==> src/fwsr_pkg.sv <==
package fwsr_pkg;

  // ----------------------------------------------------------------
  // Register map (byte offsets, one aligned word each)
  // ----------------------------------------------------------------
  localparam logic [7:0] OFF_CTRL = 8'h00;
  localparam logic [7:0] OFF_ADDR = 8'h04;
  localparam logic [7:0] OFF_EXPECT = 8'h08;
  localparam logic [7:0] OFF_STATUS = 8'h0c;
  localparam logic [7:0] OFF_RESULT = 8'h10;

  // Field positions
  localparam int CTRL_START = 0;
  localparam int CTRL_MODE = 1;
  localparam int CTRL_ABORT = 2;
  localparam int STAT_BUSY = 0;
  localparam int STAT_DONE = 1;
  localparam int STAT_FAIL = 2;
  localparam int DQ_POLL = 7;
  localparam int DQ_TOG1 = 6;
  localparam int DQ_LIMIT = 5;

  // Reset values and the flash reset command word
  localparam logic [22:0] ADDR_RST = 23'h000000;
  localparam logic [15:0] EXPECT_RST = 16'h0000;
  localparam logic [15:0] RESET_CMD = 16'h00f0;

  // ----------------------------------------------------------------
  // Timing: strobe widths in ns, cycle counts rounded up
  // ----------------------------------------------------------------
  localparam int CLK_PERIOD_PS = 8000;
  localparam int T_READ_NS = 70;
  localparam int T_WE_NS = 35;
  localparam int READ_CYC = (T_READ_NS * 1000 + CLK_PERIOD_PS - 1) / CLK_PERIOD_PS;
  localparam int WE_CYC = (T_WE_NS * 1000 + CLK_PERIOD_PS - 1) / CLK_PERIOD_PS;

  // ----------------------------------------------------------------
  // Types
  // ----------------------------------------------------------------
  typedef struct packed {
    logic ce_n;
    logic oe_n;
    logic we_n;
    logic dq_oe_n;
    logic [15:0] dq_o;
    logic [22:0] addr;
  } fwsr_pins_t;

  typedef enum logic {FWSR_MODE_DATA, FWSR_MODE_TOGGLE} fwsr_mode_t;
  typedef enum {FWSR_IDLE, FWSR_READ, FWSR_EVAL, FWSR_WRITE} fwsr_state_t;
  typedef enum {FWSR_PH_FIRST, FWSR_PH_POLL, FWSR_PH_RECHECK, FWSR_PH_FINAL} fwsr_phase_t;

endpackage

==> src/fwsr_host_ctrl.sv <==
`timescale 1ns/10ps
// Operation
// RULE1 - Device shows inverted bit 7 of written datum while programming, true afterwards.
// RULE2 - Status outputs become valid from the last write strobe rising edge.
// RULE3 - Program into protected sector: polling bit active about 1 us, then read mode.
// RULE4 - Erase drives polling bit 0; 1 after completion or erase suspend.
// RULE5 - All erase sectors protected: polling and toggling about 400 us, then read mode.
// RULE6 - Partly protected erase skips protected sectors; their status may be invalid.
// RULE7 - Host polls at the program address or inside a sector being erased.
// RULE8 - After polling bit shows true data, host takes full word from next read.
// RULE9 - Ready/busy output low while programming or erasing, released otherwise.
// RULE10 - First toggle bit inverts on each read while busy, stops when done.
// RULE11 - First toggle bit readable anywhere, toggles during erase time-out too.
// RULE12 - Program to protected sector toggles first toggle bit about 1 us.
// RULE13 - Erase suspend stops toggling; suspend-program toggles again until done.
// RULE14 - Second toggle bit inverts on reads within sectors selected for erase.
// RULE15 - Toggle polling starts with two reads compared; unchanged means done.
// RULE16 - Still toggling with limit flag high: check once more, else fail and reset.
// RULE17 - After interrupting polling, host restarts the whole check from the start.
// RULE18 - Data polling rechecks polling bit even after limit flag reads one.
// RULE19 - Limit flag set to one when pulse-count limit exceeded.
// RULE20 - Status read to an idle bank returns array data.
// RULE21 - Erase-timer flag 0 during erase time-out, 1 when erasing begins.
// RULE22 - Toggle state advances once per completed read cycle.
module fwsr_host_ctrl
  import fwsr_pkg::*;
(
  input wire logic clk,
  input wire logic rst_n,
  input wire logic [7:0] s_axi_awaddr,
  input wire logic s_axi_awvalid,
  output logic s_axi_awready,
  input wire logic [31:0] s_axi_wdata,
  input wire logic [3:0] s_axi_wstrb,
  input wire logic s_axi_wvalid,
  output logic s_axi_wready,
  output logic [1:0] s_axi_bresp,
  output logic s_axi_bvalid,
  input wire logic s_axi_bready,
  input wire logic [7:0] s_axi_araddr,
  input wire logic s_axi_arvalid,
  output logic s_axi_arready,
  output logic [31:0] s_axi_rdata,
  output logic [1:0] s_axi_rresp,
  output logic s_axi_rvalid,
  input wire logic s_axi_rready,
  output fwsr_pins_t flash_pins,
  input wire logic [15:0] flash_dq_i,
  input wire logic flash_ready_busy_i
);

  // ----------------------------------------------------------------
  // Helpers
  // ----------------------------------------------------------------
  function automatic logic is_mapped(input logic [7:0] a);
    is_mapped = (a == OFF_CTRL) || (a == OFF_ADDR) || (a == OFF_EXPECT) ||
                (a == OFF_STATUS) || (a == OFF_RESULT);
  endfunction

  function automatic logic [31:0] merge(input logic [31:0] old, input logic [31:0] nw,
                                        input logic [3:0] strb);
    merge = old;
    for (int i = 0; i < 4; i++) begin
      if (strb[i]) merge[8*i +: 8] = nw[8*i +: 8];
    end
  endfunction

  localparam logic [3:0] READ_LAST = 4'(READ_CYC - 1);
  localparam logic [3:0] WE_LAST = 4'(WE_CYC - 1);

  // ----------------------------------------------------------------
  // Bus slave and software registers
  // ----------------------------------------------------------------
  logic aw_have_q, aw_have_d, w_have_q, w_have_d;
  logic awready_q, awready_d, wready_q, wready_d;
  logic [7:0] awaddr_q, awaddr_d;
  logic [31:0] wdata_q, wdata_d;
  logic [3:0] wstrb_q, wstrb_d;
  logic bvalid_q, bvalid_d, arready_q, arready_d, rvalid_q, rvalid_d;
  logic [1:0] bresp_q, bresp_d, rresp_q, rresp_d;
  logic [31:0] rdata_q, rdata_d;
  fwsr_mode_t mode_q, mode_d;
  logic [22:0] addr_q, addr_d;
  logic [15:0] expect_q, expect_d;
  logic start_p, abort_p, wr_fire;
  logic busy_q, done_q, fail_q;
  logic [15:0] result_q;

  // Write fires once both halves are held; reads answer one cycle after address
  always_comb begin
    aw_have_d = aw_have_q;
    w_have_d = w_have_q;
    awaddr_d = awaddr_q;
    wdata_d = wdata_q;
    wstrb_d = wstrb_q;
    bvalid_d = bvalid_q;
    bresp_d = bresp_q;
    arready_d = arready_q;
    rvalid_d = rvalid_q;
    rresp_d = rresp_q;
    rdata_d = rdata_q;
    mode_d = mode_q;
    addr_d = addr_q;
    expect_d = expect_q;
    start_p = 1'b0;
    abort_p = 1'b0;
    wr_fire = aw_have_q && w_have_q && !bvalid_q;
    if (s_axi_awvalid && !aw_have_q) begin
      aw_have_d = 1'b1;
      awaddr_d = s_axi_awaddr;
    end
    if (s_axi_wvalid && !w_have_q) begin
      w_have_d = 1'b1;
      wdata_d = s_axi_wdata;
      wstrb_d = s_axi_wstrb;
    end
    if (wr_fire) begin
      aw_have_d = 1'b0;
      w_have_d = 1'b0;
      bvalid_d = 1'b1;
      bresp_d = is_mapped(awaddr_q) ? 2'b00 : 2'b10;
      if (awaddr_q == OFF_CTRL && wstrb_q[0]) begin
        // Start while busy is ignored; a fresh start begins at the first read unless abort is set in the same write
        start_p = wdata_q[CTRL_START] && !busy_q;
        abort_p = wdata_q[CTRL_ABORT];
        if (!busy_q) mode_d = fwsr_mode_t'(wdata_q[CTRL_MODE]);
      end
      if (awaddr_q == OFF_ADDR) addr_d = 23'(merge({9'h000, addr_q}, wdata_q, wstrb_q));
      if (awaddr_q == OFF_EXPECT) expect_d = 16'(merge({16'h0000, expect_q}, wdata_q, wstrb_q));
    end
    if (bvalid_q && s_axi_bready) bvalid_d = 1'b0;
    if (s_axi_arvalid && arready_q) begin
      arready_d = 1'b0;
      rvalid_d = 1'b1;
      rresp_d = is_mapped(s_axi_araddr) ? 2'b00 : 2'b10;
      unique case (s_axi_araddr)
        OFF_CTRL: rdata_d = {30'h00000000, mode_q, 1'b0};
        OFF_ADDR: rdata_d = {9'h000, addr_q};
        OFF_EXPECT: rdata_d = {16'h0000, expect_q};
        OFF_STATUS: rdata_d = {28'h0000000, !flash_ready_busy_i, fail_q, done_q, busy_q};
        OFF_RESULT: rdata_d = {16'h0000, result_q};
        default: rdata_d = 32'h00000000;
      endcase
    end
    if (rvalid_q && s_axi_rready) begin
      rvalid_d = 1'b0;
      arready_d = 1'b1;
    end
    // Ready outputs are registered copies of the free holding slots
    awready_d = !aw_have_d;
    wready_d = !w_have_d;
  end

  // Bus and register flip-flops
  always_ff @(posedge clk or negedge rst_n) begin
    if (!rst_n) begin
      aw_have_q <= 1'b0;
      w_have_q <= 1'b0;
      awready_q <= 1'b1;
      wready_q <= 1'b1;
      awaddr_q <= 8'h00;
      wdata_q <= 32'h00000000;
      wstrb_q <= 4'h0;
      bvalid_q <= 1'b0;
      bresp_q <= 2'b00;
      arready_q <= 1'b1;
      rvalid_q <= 1'b0;
      rresp_q <= 2'b00;
      rdata_q <= 32'h00000000;
      mode_q <= FWSR_MODE_DATA;
      addr_q <= ADDR_RST;
      expect_q <= EXPECT_RST;
    end else begin
      aw_have_q <= aw_have_d;
      w_have_q <= w_have_d;
      awready_q <= awready_d;
      wready_q <= wready_d;
      awaddr_q <= awaddr_d;
      wdata_q <= wdata_d;
      wstrb_q <= wstrb_d;
      bvalid_q <= bvalid_d;
      bresp_q <= bresp_d;
      arready_q <= arready_d;
      rvalid_q <= rvalid_d;
      rresp_q <= rresp_d;
      rdata_q <= rdata_d;
      mode_q <= mode_d;
      addr_q <= addr_d;
      expect_q <= expect_d;
    end
  end

  assign s_axi_awready = awready_q;
  assign s_axi_wready = wready_q;
  assign s_axi_bvalid = bvalid_q;
  assign s_axi_bresp = bresp_q;
  assign s_axi_arready = arready_q;
  assign s_axi_rvalid = rvalid_q;
  assign s_axi_rresp = rresp_q;
  assign s_axi_rdata = rdata_q;

  // ----------------------------------------------------------------
  // Status polling sequencer
  // ----------------------------------------------------------------
  fwsr_state_t st_q, st_d;
  fwsr_phase_t ph_q, ph_d;
  logic [3:0] cnt_q, cnt_d;
  logic [15:0] rd_q, rd_d, result_d;
  logic prev_q, prev_d, busy_d, done_d, fail_d;
  fwsr_pins_t pins_q, pins_d;
  logic match, same;

  assign match = rd_q[DQ_POLL] == expect_q[DQ_POLL];
  assign same = rd_q[DQ_TOG1] == prev_q;

  // Each read is a full strobe cycle closed by an idle cycle, so the toggle bits advance
  always_comb begin
    st_d = st_q;
    ph_d = ph_q;
    cnt_d = cnt_q;
    rd_d = rd_q;
    prev_d = prev_q;
    busy_d = busy_q;
    done_d = done_q;
    fail_d = fail_q;
    result_d = result_q;
    unique case (st_q)
      FWSR_IDLE: begin
        if (start_p) begin
          st_d = FWSR_READ; // RULE17
          ph_d = FWSR_PH_FIRST; // RULE17
          cnt_d = READ_LAST;
          busy_d = 1'b1;
          done_d = 1'b0;
          fail_d = 1'b0;
        end
      end
      FWSR_READ: begin
        if (cnt_q == 4'h0) begin
          rd_d = flash_dq_i;
          st_d = FWSR_EVAL;
        end else begin
          cnt_d = cnt_q - 4'h1;
        end
      end
      FWSR_EVAL: begin
        st_d = FWSR_READ;
        cnt_d = READ_LAST;
        prev_d = rd_q[DQ_TOG1];
        if (ph_q == FWSR_PH_FINAL) begin
          st_d = FWSR_IDLE; // RULE8
          result_d = rd_q;
          busy_d = 1'b0;
          done_d = 1'b1;
        end else if (mode_q == FWSR_MODE_DATA) begin
          if (match) ph_d = FWSR_PH_FINAL; // RULE8
          else if (ph_q == FWSR_PH_RECHECK) st_d = FWSR_WRITE; // RULE16
          else if (rd_q[DQ_LIMIT]) ph_d = FWSR_PH_RECHECK; // RULE18
          else ph_d = FWSR_PH_POLL;
        end else begin
          if (ph_q == FWSR_PH_FIRST) ph_d = FWSR_PH_POLL; // RULE15
          else if (same) ph_d = FWSR_PH_FINAL; // RULE15
          else if (ph_q == FWSR_PH_RECHECK) st_d = FWSR_WRITE; // RULE16
          else if (rd_q[DQ_LIMIT]) ph_d = FWSR_PH_RECHECK; // RULE16
        end
        if (st_d == FWSR_WRITE) cnt_d = WE_LAST;
      end
      FWSR_WRITE: begin
        // Reset command returns the bank to array reads after a failure
        if (cnt_q == 4'h0) begin
          st_d = FWSR_IDLE;
          busy_d = 1'b0;
          fail_d = 1'b1;
        end else begin
          cnt_d = cnt_q - 4'h1;
        end
      end
    endcase
    if (abort_p) begin
      st_d = FWSR_IDLE; // RULE17
      busy_d = 1'b0;
    end
    pins_d.ce_n = !(st_d == FWSR_READ || st_d == FWSR_WRITE);
    pins_d.oe_n = !(st_d == FWSR_READ);
    pins_d.we_n = !(st_d == FWSR_WRITE);
    pins_d.dq_oe_n = !(st_d == FWSR_WRITE);
    pins_d.dq_o = RESET_CMD;
    pins_d.addr = addr_q; // RULE7
  end

  // Sequencer flip-flops; pins come straight from here
  always_ff @(posedge clk or negedge rst_n) begin
    if (!rst_n) begin
      st_q <= FWSR_IDLE;
      ph_q <= FWSR_PH_FIRST;
      cnt_q <= 4'h0;
      rd_q <= 16'h0000;
      prev_q <= 1'b0;
      busy_q <= 1'b0;
      done_q <= 1'b0;
      fail_q <= 1'b0;
      result_q <= 16'h0000;
      pins_q <= '{ce_n: 1'b1, oe_n: 1'b1, we_n: 1'b1, dq_oe_n: 1'b1,
                  dq_o: 16'h0000, addr: 23'h000000};
    end else begin
      st_q <= st_d;
      ph_q <= ph_d;
      cnt_q <= cnt_d;
      rd_q <= rd_d;
      prev_q <= prev_d;
      busy_q <= busy_d;
      done_q <= done_d;
      fail_q <= fail_d;
      result_q <= result_d;
      pins_q <= pins_d;
    end
  end

  assign flash_pins = pins_q;
endmodule

==> config.mk <==
export PLATFORM = sky130hd
export DESIGN_NAME = fwsr_host_ctrl
export DESIGN_NICKNAME = d
export VERILOG_FILES = /design/src/fwsr_pkg.sv /design/src/fwsr_host_ctrl.sv
export SDC_FILE = /design/constraint.sdc
export NUM_CORES = 1
export LEC_CHECK = 0
export ABC_AREA = 1
export BUFFER_PORTS_ARGS = -buffer_cell sky130_fd_sc_hd__buf_2
export CORE_MARGIN = 2
export CORE_UTILIZATION = 30
export CTS_CLUSTER_DIAMETER = 60
export CTS_CLUSTER_SIZE = 20
export DETAILED_ROUTE_END_ITERATION = 10
export GPL_TIMING_DRIVEN = 0
export HOLD_SLACK_MARGIN = 0.03
export PLACE_DENSITY = 0.61
export SLEW_MARGIN = 20
export SYNTH_ARGS = -nofsm -noshare
export SYNTH_HDL_FRONTEND = slang
export SYNTH_SLANG_ARGS = --single-unit
export TNS_END_PERCENT = 5
==> constraint.sdc <==
create_clock -name clk -period 1.8 [get_ports clk]
set_input_delay 0.36 -clock clk [delete_from_list [all_inputs] [get_ports clk]]
set_output_delay 0.36 -clock clk [all_outputs]
set_load 0.01 [all_outputs]
==> impl_metrics.tcl <==
set metrics [dict create \
    muxShareOfSynthArea_pct 0.788 \
    violations "setup timing" \
    whs_path_depth 2 \
    synthXorXnorAreaFrac_pct 0.306 \
    fp.dieW_um 173 \
    rsz0062_at_grt "true" \
    coreArea_sq_mm 0.0279 \
    vias 6729 \
    synth_area_sq_mm 0.00857 \
    seqPwrFrac_pct 46.4 \
    crit_slowest_cell "dfrtp_1" \
    crit_path_end_kind "flip-flop" \
    final.setup.worst_slack_ns -0.313 \
    ys_seq_elements 207 \
    antenna_found_initial 4 \
    grt.met2_usage_pct 22.6 \
    critical_path.top_delay_family "simple AND/OR/NAND/NOR gates" \
    yosysWarningCount 0 \
    power.switching_mw 4.60 \
    r2r_cells 14 \
    slowest_delay_ns 0.40 \
    wire_per_inst_um 14.2 \
    use_met3_pct 2.59 \
    skew_ns 0.0212 \
    arrival_ns 2.52 \
    drive_gt1_share_pct 24.5 \
    top_usage_layer "met2" \
    fin_nets 1203 \
    path_cells "nor2_2 > nand2_2 > nor2_4 > nand2_2 > nor3_4 > buf_6 > buf_8 > nor2_2 > nor2_1 > nand2_1 > nor2_2 > nand4_1 > nor2_2 > nor2_1" \
    path_class "flip-flop to flip-flop" \
    p_clk_share_pct 25.1 \
    power.density_mw_per_mm2 1270 \
    synth_fa_ha_area_share_pct 0.292 \
    avgViaCountPerCell 4.45 \
    cp_common_cell "nor2_2" \
    place_inst 1470 \
    die_area_sq_mm 0.0299 \
    finalSetupViolations 22 \
    use_met1_pct 19.6 \
    wl_um 21500 \
    crit_required_ns 2.21 \
    synth-compound-area-share_pct 10.0 \
    drv_slew 0 \
    final_common_cell "dfrtp_1" \
    synth-simple-area-share_pct 19.2 \
    clockBufferDepth 3 \
    finalWeightedCongestion 0.825 \
    first_global_vias 6510 \
    fillers 2839 \
    start_util_pct 30.7 \
    worst_ir_drop_vdd_v 0.000643 \
    status "finished with violations" \
    placed_cell_area_sq_mm 0.00983 \
    ys_seq_area_share_pct 60.5 \
    final_cells 1513 \
    io_buffers 126 \
    ioPinCount 160 \
    detail-route-antenna-nets 0 \
    layout_common_cells "dfrtp_1, nand2_1, buf_2" \
    gr-total-overflow 0 \
    combPwrFrac_pct 28.5 \
    die_h_um 173 \
    cts_made_buffers 15 \
    dp_slack_ns -0.557 \
    reg2reg_to "flash_pins[42]$_DFF_PN1_" \
    fin_crit_ns 2.11 \
    syn_area_per_cell_sq_um 9.10 \
    timing.rr.start "awaddr_q[1]$_DFFE_PN0P_" \
    clk_latency_ns 0.49 \
    synthCells 942 \
    synth_top_family_by_area "simple AND/OR/NAND/NOR gates" \
    internal-power_mw 8.96 \
    max_freq_mhz 473 \
    hold-path-endpoint "s_axi_arready$_DFFE_PN1P_" \
    cp_max_fo 5 \
    drt_iter0_drc 395 \
    rows 61 \
    synth.distinct_cells 42 \
    cts_sinks 207 \
    r2r_slack_ns -0.31 \
    p_leak_nw 5.65 \
    track_usage_pct 14.1 \
    final_area_sq_mm 0.0107 \
    cts_tree "built" \
    hold_start "s_axi_arvalid" \
    slew_headroom_pct 57.7 \
    cts-root-buf "clkbuf_16" \
    synth_top_area_share_pct 58.7 \
    area_growth_pct 24.7 \
    synthTopCellsByArea "dfrtp_1, nand2_1, nor2_1" \
    h-tree-depth 1 \
    maxCapViolCount 0 \
    dp_hpwl_um 15800 \
    synth_top_cell_by_area "dfrtp_1" \
    drt_pre_antenna_iters 5 \
    path_clk_slew_ns 0.08 \
    power_mw 13.6 \
    timing.critical_path.buf_inv 2 \
    p_sw_share_pct 33.9 \
    fin_crit_sh_pct 117 \
    cp-startpoint "awaddr_q[1]$_DFFE_PN0P_" \
    grt_pass1_wl_um 34300 \
    hp-class "input pin to flip-flop" \
    tightest_slew_ns 0.634 \
    finalHoldViolCount 0 \
    crit_path_start_kind "flip-flop" \
    grt_max_degree 84 \
    drc 0 \
]
==> power by group through the flow <==
stage / sequential, mW / combinational [mW] / clock, mW
detailed placement: 6.36 / 3.47 / 0
global placement: 6.35 / 3.37 / 0
finish: 6.29 / 3.86 / 3.41
floorplan: 6.30 / 2.36 / 0
CTS: 6.27 / 3.58 / 3.50
global route: 6.41 / 4.37 / 3.68
==> worst reg2reg max path: stages (launching register included) <==
cell and delay, ns:
dfrtp_1 0.40, nor2_2 0.15, nand2_2 0.10, nor2_4 0.13, nand2_2 0.08, nor3_4 0.16, buf_6 0.16, buf_8 0.11
nor2_2 0.05, nor2_1 0.10, nand2_1 0.08, nor2_2 0.18, nand4_1 0.13, nor2_2 0.16, nor2_1 0.06
==> state kept, by name (all words and copies together) (netlist names), 2 cells and up <==
signal	count
cnt_q	4
awaddr_q	8
rd_q	16
addr_q	23
st_q	32
ph_q	2
result_q	16
wstrb_q	3
s_axi_rdata	23
wdata_q	23
expect_q	16
flash_pins	27
==> logic make-up (layout without fill, tap and decap cells) <==
logic type | after synthesis | count (layout)
buf+inv | 169 | 339
simple gates | 395 | 395
fa+ha+maj | 2 | 2
mux | 6 | 6
compound gates | 158 | 158
flops | 207 | 207
xor+xnor | 3 | 3
other cells | 2 | 25
==> final cells by class <==
| class | instances | area (sq um) | area share [%] |
|---|---|---|---|
| multi-input combinational | 588 | 2910 | 27.2 |
| inverter | 111 | 422 | 3.94 |
| buffer | 58 | 375 | 3.51 |
| clock inverter | 6 | 68.8 | 0.643 |
| timing repair buffer | 144 | 853 | 7.98 |
| clock buffer | 20 | 404 | 3.78 |
| tap | 378 | 473 | 4.42 |
| antenna | 1 | 2.50 | 0.0234 |
| sequential | 207 | 5190 | 48.5 |
==> synth_stat cells <==
cell type  number
a211oi_1        2
a21oi_1        50
a221oi_1       12
a22oi_1         1
a31oi_1         2
and3_1          1
buf_1           3
buf_2           3
buf_4          27
buf_6           2
clkbuf_1       23
conb_1          2
dfrtp_1       201
dfstp_2         6
ha_1            2
inv_1         110
inv_2           1
mux2_2          6
nand2_1       182
nand2_2         2
nand3_1        46
nand3_2         1
nand4_1         5
nand4_2         1
nor2_1        139
nor2_2          3
nor2_4          1
nor3_1          7
nor3_2          1
nor3_4          1
nor4_1          1
nor4_4          1
o2111ai_1       2
o211ai_1        1
o21ai_0        81
o21ai_1         5
o221ai_1        1
o22ai_1         1
or2_1           1
or2_2           2
xnor2_1         2
xor2_1          1
==> per-layer routing <==
| metal | routed length (um) | part of all wire [%] | vias up |
|---|---|---|---|
| li1 | - | - | 3325 |
| met1 | 9880 | 46 | 3203 |
| met2 | 9960 | 46 | 164 |
| met3 | 1100 | 5.1 | 33 |
| met4 | 506 | 2.4 | 4 |
| met5 | 24 | 0.11 | - |
==> repair_timing <==
item	in CTS	in global routing
pin swaps	4	20
setup buffers	5	8
hold buffers	1	0
resized for setup	23	70
cloned	0	2
hold endpoints to repair	46	0
setup endpoints to repair	70	101
==> through the flow <==
step / util (%) / TNS (ns) / hold WS (ns)
after global placement: 34.9 / -664.66 / 0.386
after CTS: 37.3 / -3.15 / 0.0330
after detailed placement: 35.2 / -24.47 / 0.303
final: 38.3 / -1.80 / 0.0449
after floorplan: - / 0 / 0.0644
after global routing: 38.3 / -8.19 / 0.0412
==> worst max path at each step <==
stage                                   to  cells after the start  slack (ns)
2_1_floorplan     flash_pins[42]$_DFF_PN1_                     15       0.004
3_3_place_gp            st_q[31]$_DFF_PN0_                      1       -3.16
3_5_place_dp   s_axi_rdata[15]$_DFFE_PN0P_                      8       -0.56
4_1_cts           flash_pins[42]$_DFF_PN1_                     14       -0.32
5_1_grt           flash_pins[42]$_DFF_PN1_                     14       -0.43
6_report          flash_pins[42]$_DFF_PN1_                     14       -0.31
No activity file was read; power rests on OpenSTA's default activity.
